--- src/core/schc_pkg.sv ---
// Shared constants and types of the smart card host control block.
`default_nettype none
package schc_pkg;

  // ----------------------------------------------------------------
  // Clock and timing
  // ----------------------------------------------------------------
  localparam int unsigned CLK_HZ         = 10_000_000;
  localparam int unsigned CLK_PERIOD_NS  = 1_000_000_000 / CLK_HZ;
  // Dwell of the whole power-up phase and of the whole deactivation phase, in ns.
  localparam int unsigned SEQ_STEP_NS    = 800;
  localparam int unsigned SEQ_STEP_CYC   =
    (SEQ_STEP_NS + CLK_PERIOD_NS - 1) / CLK_PERIOD_NS;
  localparam logic [3:0]  SEQ_STEP_LAST  = 4'(SEQ_STEP_CYC - 1);

  // ----------------------------------------------------------------
  // Pin synchroniser layout
  // ----------------------------------------------------------------
  localparam int unsigned NPIN      = 20;
  localparam int unsigned P_CS      = 0;
  localparam int unsigned P_ACT_N   = 1;
  localparam int unsigned P_HOST_CARD_RESET_IN   = 2;
  localparam int unsigned P_POWER_DOWN_REQUEST   = 3;
  localparam int unsigned P_VSEL    = 4;
  localparam int unsigned P_DIVHI   = 5;
  localparam int unsigned P_DIVLO   = 6;
  localparam int unsigned P_MODE    = 7;
  localparam int unsigned P_STROBE  = 8;
  localparam int unsigned P_PRES    = 9;
  localparam int unsigned P_VFAULT  = 10;
  localparam int unsigned P_OTEMP   = 11;
  localparam int unsigned P_OCURR   = 12;
  localparam int unsigned P_OSC     = 13;
  localparam int unsigned P_HOST0   = 14;
  localparam int unsigned P_CARD0   = 17;
  localparam int unsigned NLINE     = 3;
  // Filtered line pins and act_n settle high, as the lines carry pull-ups.
  localparam logic [19:0] PIN_RST   = 20'hFC002;

  // ----------------------------------------------------------------
  // Clock divider codes {high,low}
  // ----------------------------------------------------------------
  localparam logic [1:0] DIV_EIGHTH  = 2'h0;
  localparam logic [1:0] DIV_NONE    = 2'h1;
  localparam logic [1:0] DIV_QUARTER = 2'h2;
  localparam logic [1:0] DIV_HALF    = 2'h3;

  // ----------------------------------------------------------------
  // Types
  // ----------------------------------------------------------------
  typedef struct packed {
    logic act_n;
    logic rst_in;
    logic power_down_request;
    logic vsel;
    logic div_hi;
    logic div_lo;
    logic mode;
  } schc_ctrl_type;

  localparam schc_ctrl_type CTRL_RST = 7'h40;

  typedef enum logic [1:0] {
    S_IDLE,
    S_POWERUP,
    S_ACTIVE,
    S_DEACT
  } schc_state_type;

endpackage
`default_nettype wire

--- src/core/schc_top.sv ---
// Smart card host control: pin latch, sequencer, clock and line relay.
`timescale 1ns/1ps
`default_nettype none
module schc_top (
  // Clock, reset and enable
  input  wire logic clk_i,
  input  wire logic rst_n_i,
  input  wire logic ce_i,
  // Host control pins
  input  wire logic chip_select_i,
  input  wire logic activation_command_n_i,
  input  wire logic host_card_reset_in_i,
  input  wire logic power_down_request_i,
  input  wire logic card_voltage_select_i,
  input  wire logic divider_select_high_i,
  input  wire logic divider_select_low_i,
  input  wire logic card_clock_mode_select_i,
  input  wire logic strobe_i,
  input  wire logic oscillator_input_i,
  // Card status and protection inputs
  input  wire logic card_present_i,
  input  wire logic vcc_fault_i,
  input  wire logic over_temp_i,
  input  wire logic over_current_i,
  // Host side lines
  input  wire logic host_card_data_line_i,
  output logic      host_card_data_line_o,
  output logic      host_card_data_line_oe_o,
  input  wire logic host_aux_line_a_i,
  output logic      host_aux_line_a_o,
  output logic      host_aux_line_a_oe_o,
  input  wire logic host_aux_line_b_i,
  output logic      host_aux_line_b_o,
  output logic      host_aux_line_b_oe_o,
  // Card side lines (data, C4, C8)
  input  wire logic card_data_i,
  output logic      card_data_o,
  output logic      card_data_oe_o,
  input  wire logic card_c4_i,
  output logic      card_c4_o,
  output logic      card_c4_oe_o,
  input  wire logic card_c8_i,
  output logic      card_c8_o,
  output logic      card_c8_oe_o,
  // Card supply, clock and reset
  output logic      card_clk_o,
  output logic      card_rst_o,
  output logic      card_vcc_enable_o,
  output logic      card_voltage_high_o,
  // Interrupt and oscillator buffer
  output logic      fault_irq_n_o,
  output logic      fault_irq_n_oe_o,
  output logic      oscillator_buffer_out_o
);

  // ----------------------------------------------------------------
  // Pin synchronisers
  // ----------------------------------------------------------------
  logic [19:0] pin_raw;
  logic [19:0] s1_r;
  logic [19:0] s2_r;
  logic [19:0] s3_r;
  logic [19:0] pin_r;

  assign pin_raw = {card_c8_i, card_c4_i, card_data_i,
                    host_aux_line_b_i, host_aux_line_a_i,
                    host_card_data_line_i, oscillator_input_i,
                    over_current_i, over_temp_i, vcc_fault_i,
                    card_present_i, strobe_i, card_clock_mode_select_i,
                    divider_select_low_i, divider_select_high_i,
                    card_voltage_select_i, power_down_request_i,
                    host_card_reset_in_i, activation_command_n_i,
                    chip_select_i};

  // Each pin passes three stages; a change is accepted only once the
  // second and third agree, which rejects single-sample glitches.
  genvar gp;
  generate
    for (gp = 0; gp < schc_pkg::NPIN; gp++) begin : g_sync
      always_ff @(posedge clk_i) begin
        if (!rst_n_i) begin
          s1_r[gp]  <= schc_pkg::PIN_RST[gp];
          s2_r[gp]  <= schc_pkg::PIN_RST[gp];
          s3_r[gp]  <= schc_pkg::PIN_RST[gp];
          pin_r[gp] <= schc_pkg::PIN_RST[gp];
        end else if (ce_i) begin
          s1_r[gp] <= pin_raw[gp];
          s2_r[gp] <= s1_r[gp];
          s3_r[gp] <= s2_r[gp];
          if (s2_r[gp] == s3_r[gp]) begin
            pin_r[gp] <= s3_r[gp];
          end
        end
      end
    end
  endgenerate

  logic cs;
  logic present;
  logic fault_any;
  logic osc;
  assign cs        = pin_r[schc_pkg::P_CS];
  assign present   = pin_r[schc_pkg::P_PRES];
  assign osc       = pin_r[schc_pkg::P_OSC];
  assign fault_any = pin_r[schc_pkg::P_VFAULT] | pin_r[schc_pkg::P_OTEMP]
                   | pin_r[schc_pkg::P_OCURR] | ~present;

  // ----------------------------------------------------------------
  // Control latch
  // ----------------------------------------------------------------
  schc_pkg::schc_ctrl_type live;
  schc_pkg::schc_ctrl_type held_r;
  schc_pkg::schc_ctrl_type held_prev_r;

  assign live = '{act_n:  pin_r[schc_pkg::P_ACT_N],
                  rst_in: pin_r[schc_pkg::P_HOST_CARD_RESET_IN],
                  power_down_request:  pin_r[schc_pkg::P_POWER_DOWN_REQUEST],
                  vsel:   pin_r[schc_pkg::P_VSEL],
                  div_hi: pin_r[schc_pkg::P_DIVHI],
                  div_lo: pin_r[schc_pkg::P_DIVLO],
                  mode:   pin_r[schc_pkg::P_MODE]};

  // Held copy tracks the pins while selected and freezes otherwise;
  // the previous copy turns a falling step of act_n into an edge command.
  always_ff @(posedge clk_i) begin
    if (!rst_n_i) begin
      held_r      <= schc_pkg::CTRL_RST;
      held_prev_r <= schc_pkg::CTRL_RST;
    end else if (ce_i) begin
      held_prev_r <= held_r;
      if (cs) begin
        held_r <= live;
      end
    end
  end

  // ----------------------------------------------------------------
  // Activation sequencer
  // ----------------------------------------------------------------
  schc_pkg::schc_state_type state_r;
  logic [3:0] step_r;
  logic       fault_r;
  logic       act_fall;

  assign act_fall = held_prev_r.act_n & ~held_r.act_n;

  // Power-down blocks activation; the host must not raise it inside a
  // session, so it is not watched while active.
  always_ff @(posedge clk_i) begin
    if (!rst_n_i) begin
      state_r <= schc_pkg::S_IDLE;
      step_r  <= 4'h0;
      fault_r <= 1'b0;
    end else if (ce_i) begin
      case (state_r)
        schc_pkg::S_IDLE: begin
          step_r <= 4'h0;
          if (held_r.act_n) begin
            fault_r <= 1'b0;
          end
          if (act_fall && present && !held_r.power_down_request) begin
            state_r <= schc_pkg::S_POWERUP;
            fault_r <= 1'b0;
          end
        end
        schc_pkg::S_POWERUP, schc_pkg::S_ACTIVE: begin
          if (fault_any) begin
            fault_r <= 1'b1;
            state_r <= schc_pkg::S_DEACT;
            step_r  <= 4'h0;
          end else if (held_r.act_n) begin
            state_r <= schc_pkg::S_DEACT;
            step_r  <= 4'h0;
          end else if (state_r == schc_pkg::S_POWERUP) begin
            if (step_r == schc_pkg::SEQ_STEP_LAST) begin
              state_r <= schc_pkg::S_ACTIVE;
            end else begin
              step_r <= step_r + 4'h1;
            end
          end
        end
        schc_pkg::S_DEACT: begin
          if (fault_any) begin
            fault_r <= 1'b1;
          end
          if (step_r == schc_pkg::SEQ_STEP_LAST) begin
            state_r <= schc_pkg::S_IDLE;
          end else begin
            step_r <= step_r + 4'h1;
          end
        end
        default: begin
          state_r <= schc_pkg::S_IDLE;
        end
      endcase
    end
  end

  // ----------------------------------------------------------------
  // Card clock divider
  // ----------------------------------------------------------------
  logic       osc_prev_r;
  logic [2:0] div_cnt_r;
  logic [1:0] div_sel;
  logic       div_clk;

  assign div_sel = {held_r.div_hi, held_r.div_lo};

  // Counter bits toggle on oscillator rising edges only, so every
  // divided output is high for exactly half its period.
  always_ff @(posedge clk_i) begin
    if (!rst_n_i) begin
      osc_prev_r <= 1'b0;
      div_cnt_r  <= 3'h0;
    end else if (ce_i) begin
      osc_prev_r <= osc;
      if (osc && !osc_prev_r) begin
        div_cnt_r <= div_cnt_r + 3'h1;
      end
    end
  end

  always_comb begin
    case (div_sel)
      schc_pkg::DIV_EIGHTH:  div_clk = div_cnt_r[2];
      schc_pkg::DIV_QUARTER: div_clk = div_cnt_r[1];
      schc_pkg::DIV_HALF:    div_clk = div_cnt_r[0];
      default:               div_clk = osc;
    endcase
  end

  // ----------------------------------------------------------------
  // Card clock, reset, supply and oscillator buffer
  // ----------------------------------------------------------------
  logic active;
  assign active = (state_r == schc_pkg::S_ACTIVE);

  always_ff @(posedge clk_i) begin
    if (!rst_n_i) begin
      card_clk_o              <= 1'b0;
      card_rst_o              <= 1'b0;
      card_vcc_enable_o       <= 1'b0;
      card_voltage_high_o     <= 1'b0;
      oscillator_buffer_out_o <= 1'b0;
    end else if (ce_i) begin
      oscillator_buffer_out_o <= osc;
      card_voltage_high_o     <= held_r.vsel;
      card_vcc_enable_o       <= (state_r != schc_pkg::S_IDLE);
      if (held_r.mode) begin
        card_clk_o <= pin_r[schc_pkg::P_STROBE];
        card_rst_o <= held_r.rst_in;
      end else begin
        card_clk_o <= active & div_clk;
        card_rst_o <= active & held_r.rst_in;
      end
    end
  end

  // ----------------------------------------------------------------
  // Line relay and interrupt
  // ----------------------------------------------------------------
  logic [2:0] host_in;
  logic [2:0] card_in;
  logic [2:0] host_oe_r;
  logic [2:0] card_oe_r;
  logic [2:0] host_o_r;
  logic [2:0] card_o_r;
  logic [2:0][3:0] host_hist_r;
  logic [2:0][3:0] card_hist_r;

  assign host_in = pin_r[schc_pkg::P_HOST0 +: schc_pkg::NLINE];
  assign card_in = pin_r[schc_pkg::P_CARD0 +: schc_pkg::NLINE];

  // A side pulled low by us is not copied back, so a driven line can
  // never latch itself low through the relay loop. The lockout lasts
  // four more clocks after release, since the filtered input lags the
  // pin by that much and would otherwise echo our own drive back.
  genvar gl;
  generate
    for (gl = 0; gl < schc_pkg::NLINE; gl++) begin : g_line
      always_ff @(posedge clk_i) begin
        if (!rst_n_i) begin
          host_oe_r[gl] <= 1'b0;
          card_oe_r[gl] <= 1'b0;
          host_o_r[gl]  <= 1'b0;
          card_o_r[gl]  <= 1'b0;
          host_hist_r[gl] <= 4'h0;
          card_hist_r[gl] <= 4'h0;
        end else if (ce_i) begin
          host_o_r[gl]  <= 1'b0;
          card_o_r[gl]  <= 1'b0;
          host_hist_r[gl] <= {host_hist_r[gl][2:0], host_oe_r[gl]};
          card_hist_r[gl] <= {card_hist_r[gl][2:0], card_oe_r[gl]};
          host_oe_r[gl] <= cs & ~card_in[gl] & ~card_oe_r[gl]
                           & ~(|card_hist_r[gl]);
          card_oe_r[gl] <= cs & ~host_in[gl] & ~host_oe_r[gl]
                           & ~(|host_hist_r[gl]);
        end
      end
    end
  endgenerate

  assign host_card_data_line_o    = host_o_r[0];
  assign host_card_data_line_oe_o = host_oe_r[0];
  assign host_aux_line_a_o        = host_o_r[1];
  assign host_aux_line_a_oe_o     = host_oe_r[1];
  assign host_aux_line_b_o        = host_o_r[2];
  assign host_aux_line_b_oe_o     = host_oe_r[2];
  assign card_data_o              = card_o_r[0];
  assign card_data_oe_o           = card_oe_r[0];
  assign card_c4_o                = card_o_r[1];
  assign card_c4_oe_o             = card_oe_r[1];
  assign card_c8_o                = card_o_r[2];
  assign card_c8_oe_o             = card_oe_r[2];

  // Open-drain interrupt: the pin only ever sinks, the pull-up lifts it.
  always_ff @(posedge clk_i) begin
    if (!rst_n_i) begin
      fault_irq_n_o    <= 1'b0;
      fault_irq_n_oe_o <= 1'b0;
    end else if (ce_i) begin
      fault_irq_n_o    <= 1'b0;
      fault_irq_n_oe_o <= cs & (fault_r | (state_r == schc_pkg::S_IDLE
                          & held_r.act_n & ~present));
    end
  end
endmodule
`default_nettype wire

--- config.mk ---
export PLATFORM = sky130hd
export DESIGN_NAME = schc_top
export DESIGN_NICKNAME = d
export VERILOG_FILES = /design/src/core/schc_pkg.sv /design/src/core/schc_top.sv
export SDC_FILE = /design/constraint.sdc
export NUM_CORES = 1
export LEC_CHECK = 0
export ABC_AREA = 1
export ABC_CLOCK_PERIOD_IN_PS = 1700
export BUFFER_PORTS_ARGS = -buffer_cell sky130_fd_sc_hd__buf_2
export CAP_MARGIN = 10
export CORE_ASPECT_RATIO = 1.4
export CORE_MARGIN = 2
export CORE_UTILIZATION = 59
export DETAILED_ROUTE_END_ITERATION = 16
export PLACE_DENSITY = 0.82
export SLEW_MARGIN = 20
export SYNTH_ARGS = -nofsm -noshare
export SYNTH_HDL_FRONTEND = slang
export SYNTH_SLANG_ARGS = --single-unit
--- constraint.sdc ---
create_clock -name clk_i -period 1.7 [get_ports clk_i]
set_clock_uncertainty 0.2 [all_clocks]
set_input_delay 0.255 -clock clk_i [delete_from_list [all_inputs] [get_ports clk_i]]
set_output_delay 0.255 -clock clk_i [all_outputs]
set_load 0.005 [all_outputs]
# After elaboration in Yosys (flattened, before gate mapping)
# Index checks and enable logic that the tools add are counted.
# Widths: inputs -> output; s select.
op_classes:
  n_addsub: 2
  n_reduce_logical: 41
  n_eq_ne: 32
  n_bitwise: 48
  muxes: 19
op_table:
  columns: ["op", "n"]
  rows:
  - ["$reduce_and 2->1", 23]
  - ["$and 1x1->1", 24]
  - ["$reduce_or 4->1", 6]
  - ["$eq 1x1->1", 20]
  - ["$not 1->1", 20]
  - ["$mux 4", 4]
  - ["$mux 2", 6]
  - ["$pmux 4 s3", 1]
  - ["$eq 2x2->1 const B", 4]
  - ["$ne 4x4->1 const B", 2]
  - ["$pmux 2 s3", 1]
  - ["$mux 1", 5]
  - ["$reduce_and 5->1", 1]
  - ["$add 4x1->4 const B", 1]
  - ["$eq 4x3->1 const B", 1]
  - ["$logic_not 2->1", 2]
  - ["$ne 2x2->1 const B", 2]
  - ["$or 1x1->1", 4]
  - ["$add 3x1->3 const B", 1]
  - ["$logic_and 1x1->1", 3]
  - ["$ne 3x3->1 const B", 1]
  - ["$pmux 1 s3", 1]
  - ["$reduce_and 3->1", 1]
  - ["$reduce_or 3->1", 1]
  - ["other kinds (6)", 7]
totals:
  in_bits: 23
  ff_bits: 134
  output_inout_bits: 19

# Logic depth before layout (Yosys ltp)
logic_depth:
  ltp_word: 6
  depth_mapped: 9

# Worst setup path before layout
# Ideal clock, no wire load.
synth_timing:
  path_type: "register -> register"
  start: "register state_r[1]"
  end: "register state_r[0]"
  path_stages_with_launch: 10
  n_path_buf: 0
  path_slack_ns: 0.194
  required_ns: 1.387
  arrival_time_ns: 1.193
  cell_sequence: "dfxtp_1 > inv_1 > ha_1 > nand4_2 > nand2_2 > nand2_2 > nand2_4 > nand2_1 > nand2_1 > nor2_1"
synth_via:
  elab_chain_cells: 4
  elab_cells_between_ends: 11
  cone_classes: "eq/ne: 7; mux: 1; reduce/logical: 3"
synth_lines:
  columns: ["element", "line_no", "source"]
  rows:
  - ["start: declaration", "schc_top.sv:140", "schc_pkg::schc_state_type state_r;"]
  - ["start signal: assignment", "schc_top.sv:151", "state_r <= schc_pkg::S_IDLE;"]
  - ["start signal: assignment", "schc_top.sv:162", "state_r <= schc_pkg::S_POWERUP;"]
  - ["start signal: assignment", "schc_top.sv:169", "state_r <= schc_pkg::S_DEACT;"]
  - ["$eq 2x2->1 / $eq 2x1->1 (equally long branches)", "schc_top.sv:155, schc_top.sv:174", null]
  - ["$reduce_or 2->1", "schc_top.sv:155", "case (state_r)"]
  - ["$ne 4x4->1 (no line)", null, null]
  - ["$reduce_and 5->1 (no line)", null, null]
# Parallel ways exist; a longest one is shown, timed or not.
# A chain may end at the register's enable or synchronous reset.

# Final worst setup path
layout_timing:
  start: "input port ce_i"
  end: "register state_r[0]"
layout_via:
  elab_chain_cells: 1
layout_lines:
  columns: ["element", "line_no", "source"]
  rows:
  - ["start: declaration", "schc_top.sv:8", "input wire logic ce_i,"]
  - ["$reduce_and 5->1 (no line)", null, null]
# No other way between the ends.

==> impl_metrics.toml <==
[status]
status = "completed"

[floorplanning]
initial_core_util = 0.601
dieArea_mm2 = 0.00944
core_area_mm2 = 0.00851
fp.dieW_um = 82.7
io_pins = 42
rows = 40
die_h_um = 114

[pwr]
power_switching_uw = 1740
leakagePower_uw = 0.00257
power.share.combinational = 0.066
switching_share = 0.224
seq_power_share = 0.436
p_int_uw = 6010
power.total_uw = 7750
p_clk_frac = 0.498
irDropWorstVdd_mv = 0.887
p_per_area_mw_per_mm2 = 1260

[clocking]
clk_pin_slew_worst_paths_ns = 0.06
clk_path_buf_depth = 2
htreeDepth = 4
root_buffer = "clkbuf_16"
cts-buffers-inserted = 17
cts.sinks = 134
insertion_delay_ns = 0.41
tritoncts = "done"
post_cts_buffers = 0

[placement]
dp_hpwl_mm = 6.46
dp.cells = 748
port_buffers = 34
gp_congestion = 0.807

[routing]
routedWlPerCell_um = 13.3
num_vias = 4393
drc = 0
viasPerCell = 5.48
antenna_left = 0
drt_iter0_drc = 324
firstDrtPassIters = 5
routed_wl_mm = 10.7

[cells_and_area]
n_antenna_cell = 0
fin_nets = 713
drive_gt1_frac = 0.141
fin_util = 0.725
synthToLayoutAreaGrowth_pct = 20.6
final_cells = 801

[sta]
hold_ws_ns = 0.144
hold_viol = 0
drv_slew = 0
slew_headroom = 0.511
fin_crit_sh = 0.935
max_freq_ghz = 0.629
worstMarginPinSlew_ns = 0.732
final-setup-viol-count = 0
setup_tns_ns = 0
rsz0062_at_grt = "no"
fin_crit_ns = 1.59

[logic_synthesis]
yosysTopAreaCell = "dfxtp_1"
synth_common_cells = "dfxtp_1 (134), nor2_1 (107), o21ai_0 (98), nand2_1 (86), a21oi_1 (54)"
ys_ff_latch = 134
synth.most_common_cell = "dfxtp_1"
syn_inst = 638
synth_edf_count = 0
syn_area_per_cell_um2 = 8.01
ys_types = 31
syn_area_mm2 = 0.00511
synth_warnings = 0
ys.flop_type = "dfxtp_1"
synthArstFlopShare = 0
synthTopCellsByArea = "dfxtp_1 (52%), o21ai_0 (9.6%), nor2_1 (7.9%), nand2_1 (6.3%), a21oi_1 (5.3%)"
synth_top_cell_area_share = 0.525
yosysSeqAreaShare = 0.525

[worst_setup_path]
cp_data_required_time_ns = 1.85
cp-start-kind = "input pin"
cp_max_fo = 13
crit_slowest_cell = "dlygate4sd3_1"
critPathCaptureType = "flop"
crit_chain = "dlygate4sd3_1 > buf_2 > buf_4 > nand2_4 > nor2_4 > nand2_4 > nand2_1 > nand2_1 > nor2_1"
cp_slowest_stage_delay_ns = 0.52
path_class = "in2reg"
worstPathArrival_ns = 1.74

[global_route]
grt_pass1_vias = 4291
grt_pass1_wl_mm = 18.1
overflow = 0
antenna_found_initial = 0
track_usage = 0.248
grt_max_degree = 55

[job]
max-cap-violations = 0

[worst_hold_path]
hold_path_class = "in2reg"
metrics by stage:
| stage | worst slack [ns] | area (um^2) |
|---|---|---|
| global placement | 0.145 | 5300 |
| finish | 0.111 | 6170 |
| floorplan | 0.194 | 5130 |
| detailed placement | 0.0325 | 5300 |
| CTS | 0.0143 | 6140 |
| global route | 0.0323 | 6170 |
worst paths after layout:
check,startpoint,to,slack [ns],cells after the start
min,rst_n_i,s3_r[15]$_SDFFE_PN1P_,0.14,3
max,ce_i,state_r[0]$_SDFFE_PN0P_,0.11,9
min reg2reg,fault_r$_SDFFE_PN0P_,fault_r$_SDFFE_PN0P_,0.25,2
max reg2reg,state_r[1]$_SDFFE_PN0P_,state_r[0]$_SDFFE_PN0P_,0.12,9
placed cells by master, fill, tap and decap left out, types with 8 or more instances in the layout:
cell           count
buf_4              8
a21oi_1           54
nor2_1           107
dfxtp_1          132
inv_1             22
nand3_1           28
buf_2             34
o211ai_1           9
nand2_1           86
o21ai_0           98
clkbuf_16         17
dlygate4sd3_1     21
area by class of cell:
cell class                      instances  area [um^2]
Sequential cell                       134         2690
Clock inverter                         13          179
Inverter                               26         97.6
Tap cell                              105          131
Fill cell                             626         2340
Multi-Input combinational cell        439         2140
Clock buffer                           19          453
Timing Repair Buffer                   65          480
timing repair:
| item | in CTS | in global routing |
|---|---|---|
| gates resized for setup | 1 | 6 |
| hold endpoints to repair | 22 | 0 |
| setup endpoints to repair | 1 | 7 |
| hold buffers | 21 | 0 |
sequential cells by signal, indices dropped and copies added (netlist names), 2 cells and up:
name / count
card_hist_r: 12
card_in: 3
div_cnt_r: 3
div_sel: 2
held_r: 5
host_hist_r: 12
host_in: 3
live: 7
pin_r: 4
s1_r: 20
s2_r: 20
s3_r: 20
state_r: 2
step_r: 4
kinds of logic (layout without fill, tap and decap cells):
kind of cell | count (synthesis) | count (layout) | synth area share
adder cells (fa/ha/maj) | 7 | 7 | 0.0171
other | 1 | 7 | 0.000734
AND/OR/NAND/NOR | 250 | 250 | 0.211
flip-flops | 134 | 134 | 0.525
buffers and inverters | 71 | 123 | 0.0663
AO/OA/AOI/OAI | 175 | 175 | 0.180
per-layer routing:
metal  part of all wire  GRT usage
met1               0.42      0.266
met5                  0          0
met4              0.020      0.106
met2               0.52      0.437
met3              0.044     0.0804
worst max-delay path: cells and delay by family:
family                 cells  cell delay, ns
and+or+nand+nor            6            0.50
buffers and inverters      3            0.97
power groups by stage:
stage                     registers, uW  clock network [uW]  logic (uW)
after floorplan                    3410                   0         359
after global placement             3430                   0         431
after detailed placement           3430                   0         451
after CTS                          3370                3910         495
after global routing               3390                4040         585
final                              3380                3860         514
(Power assumes the default switching activity.)
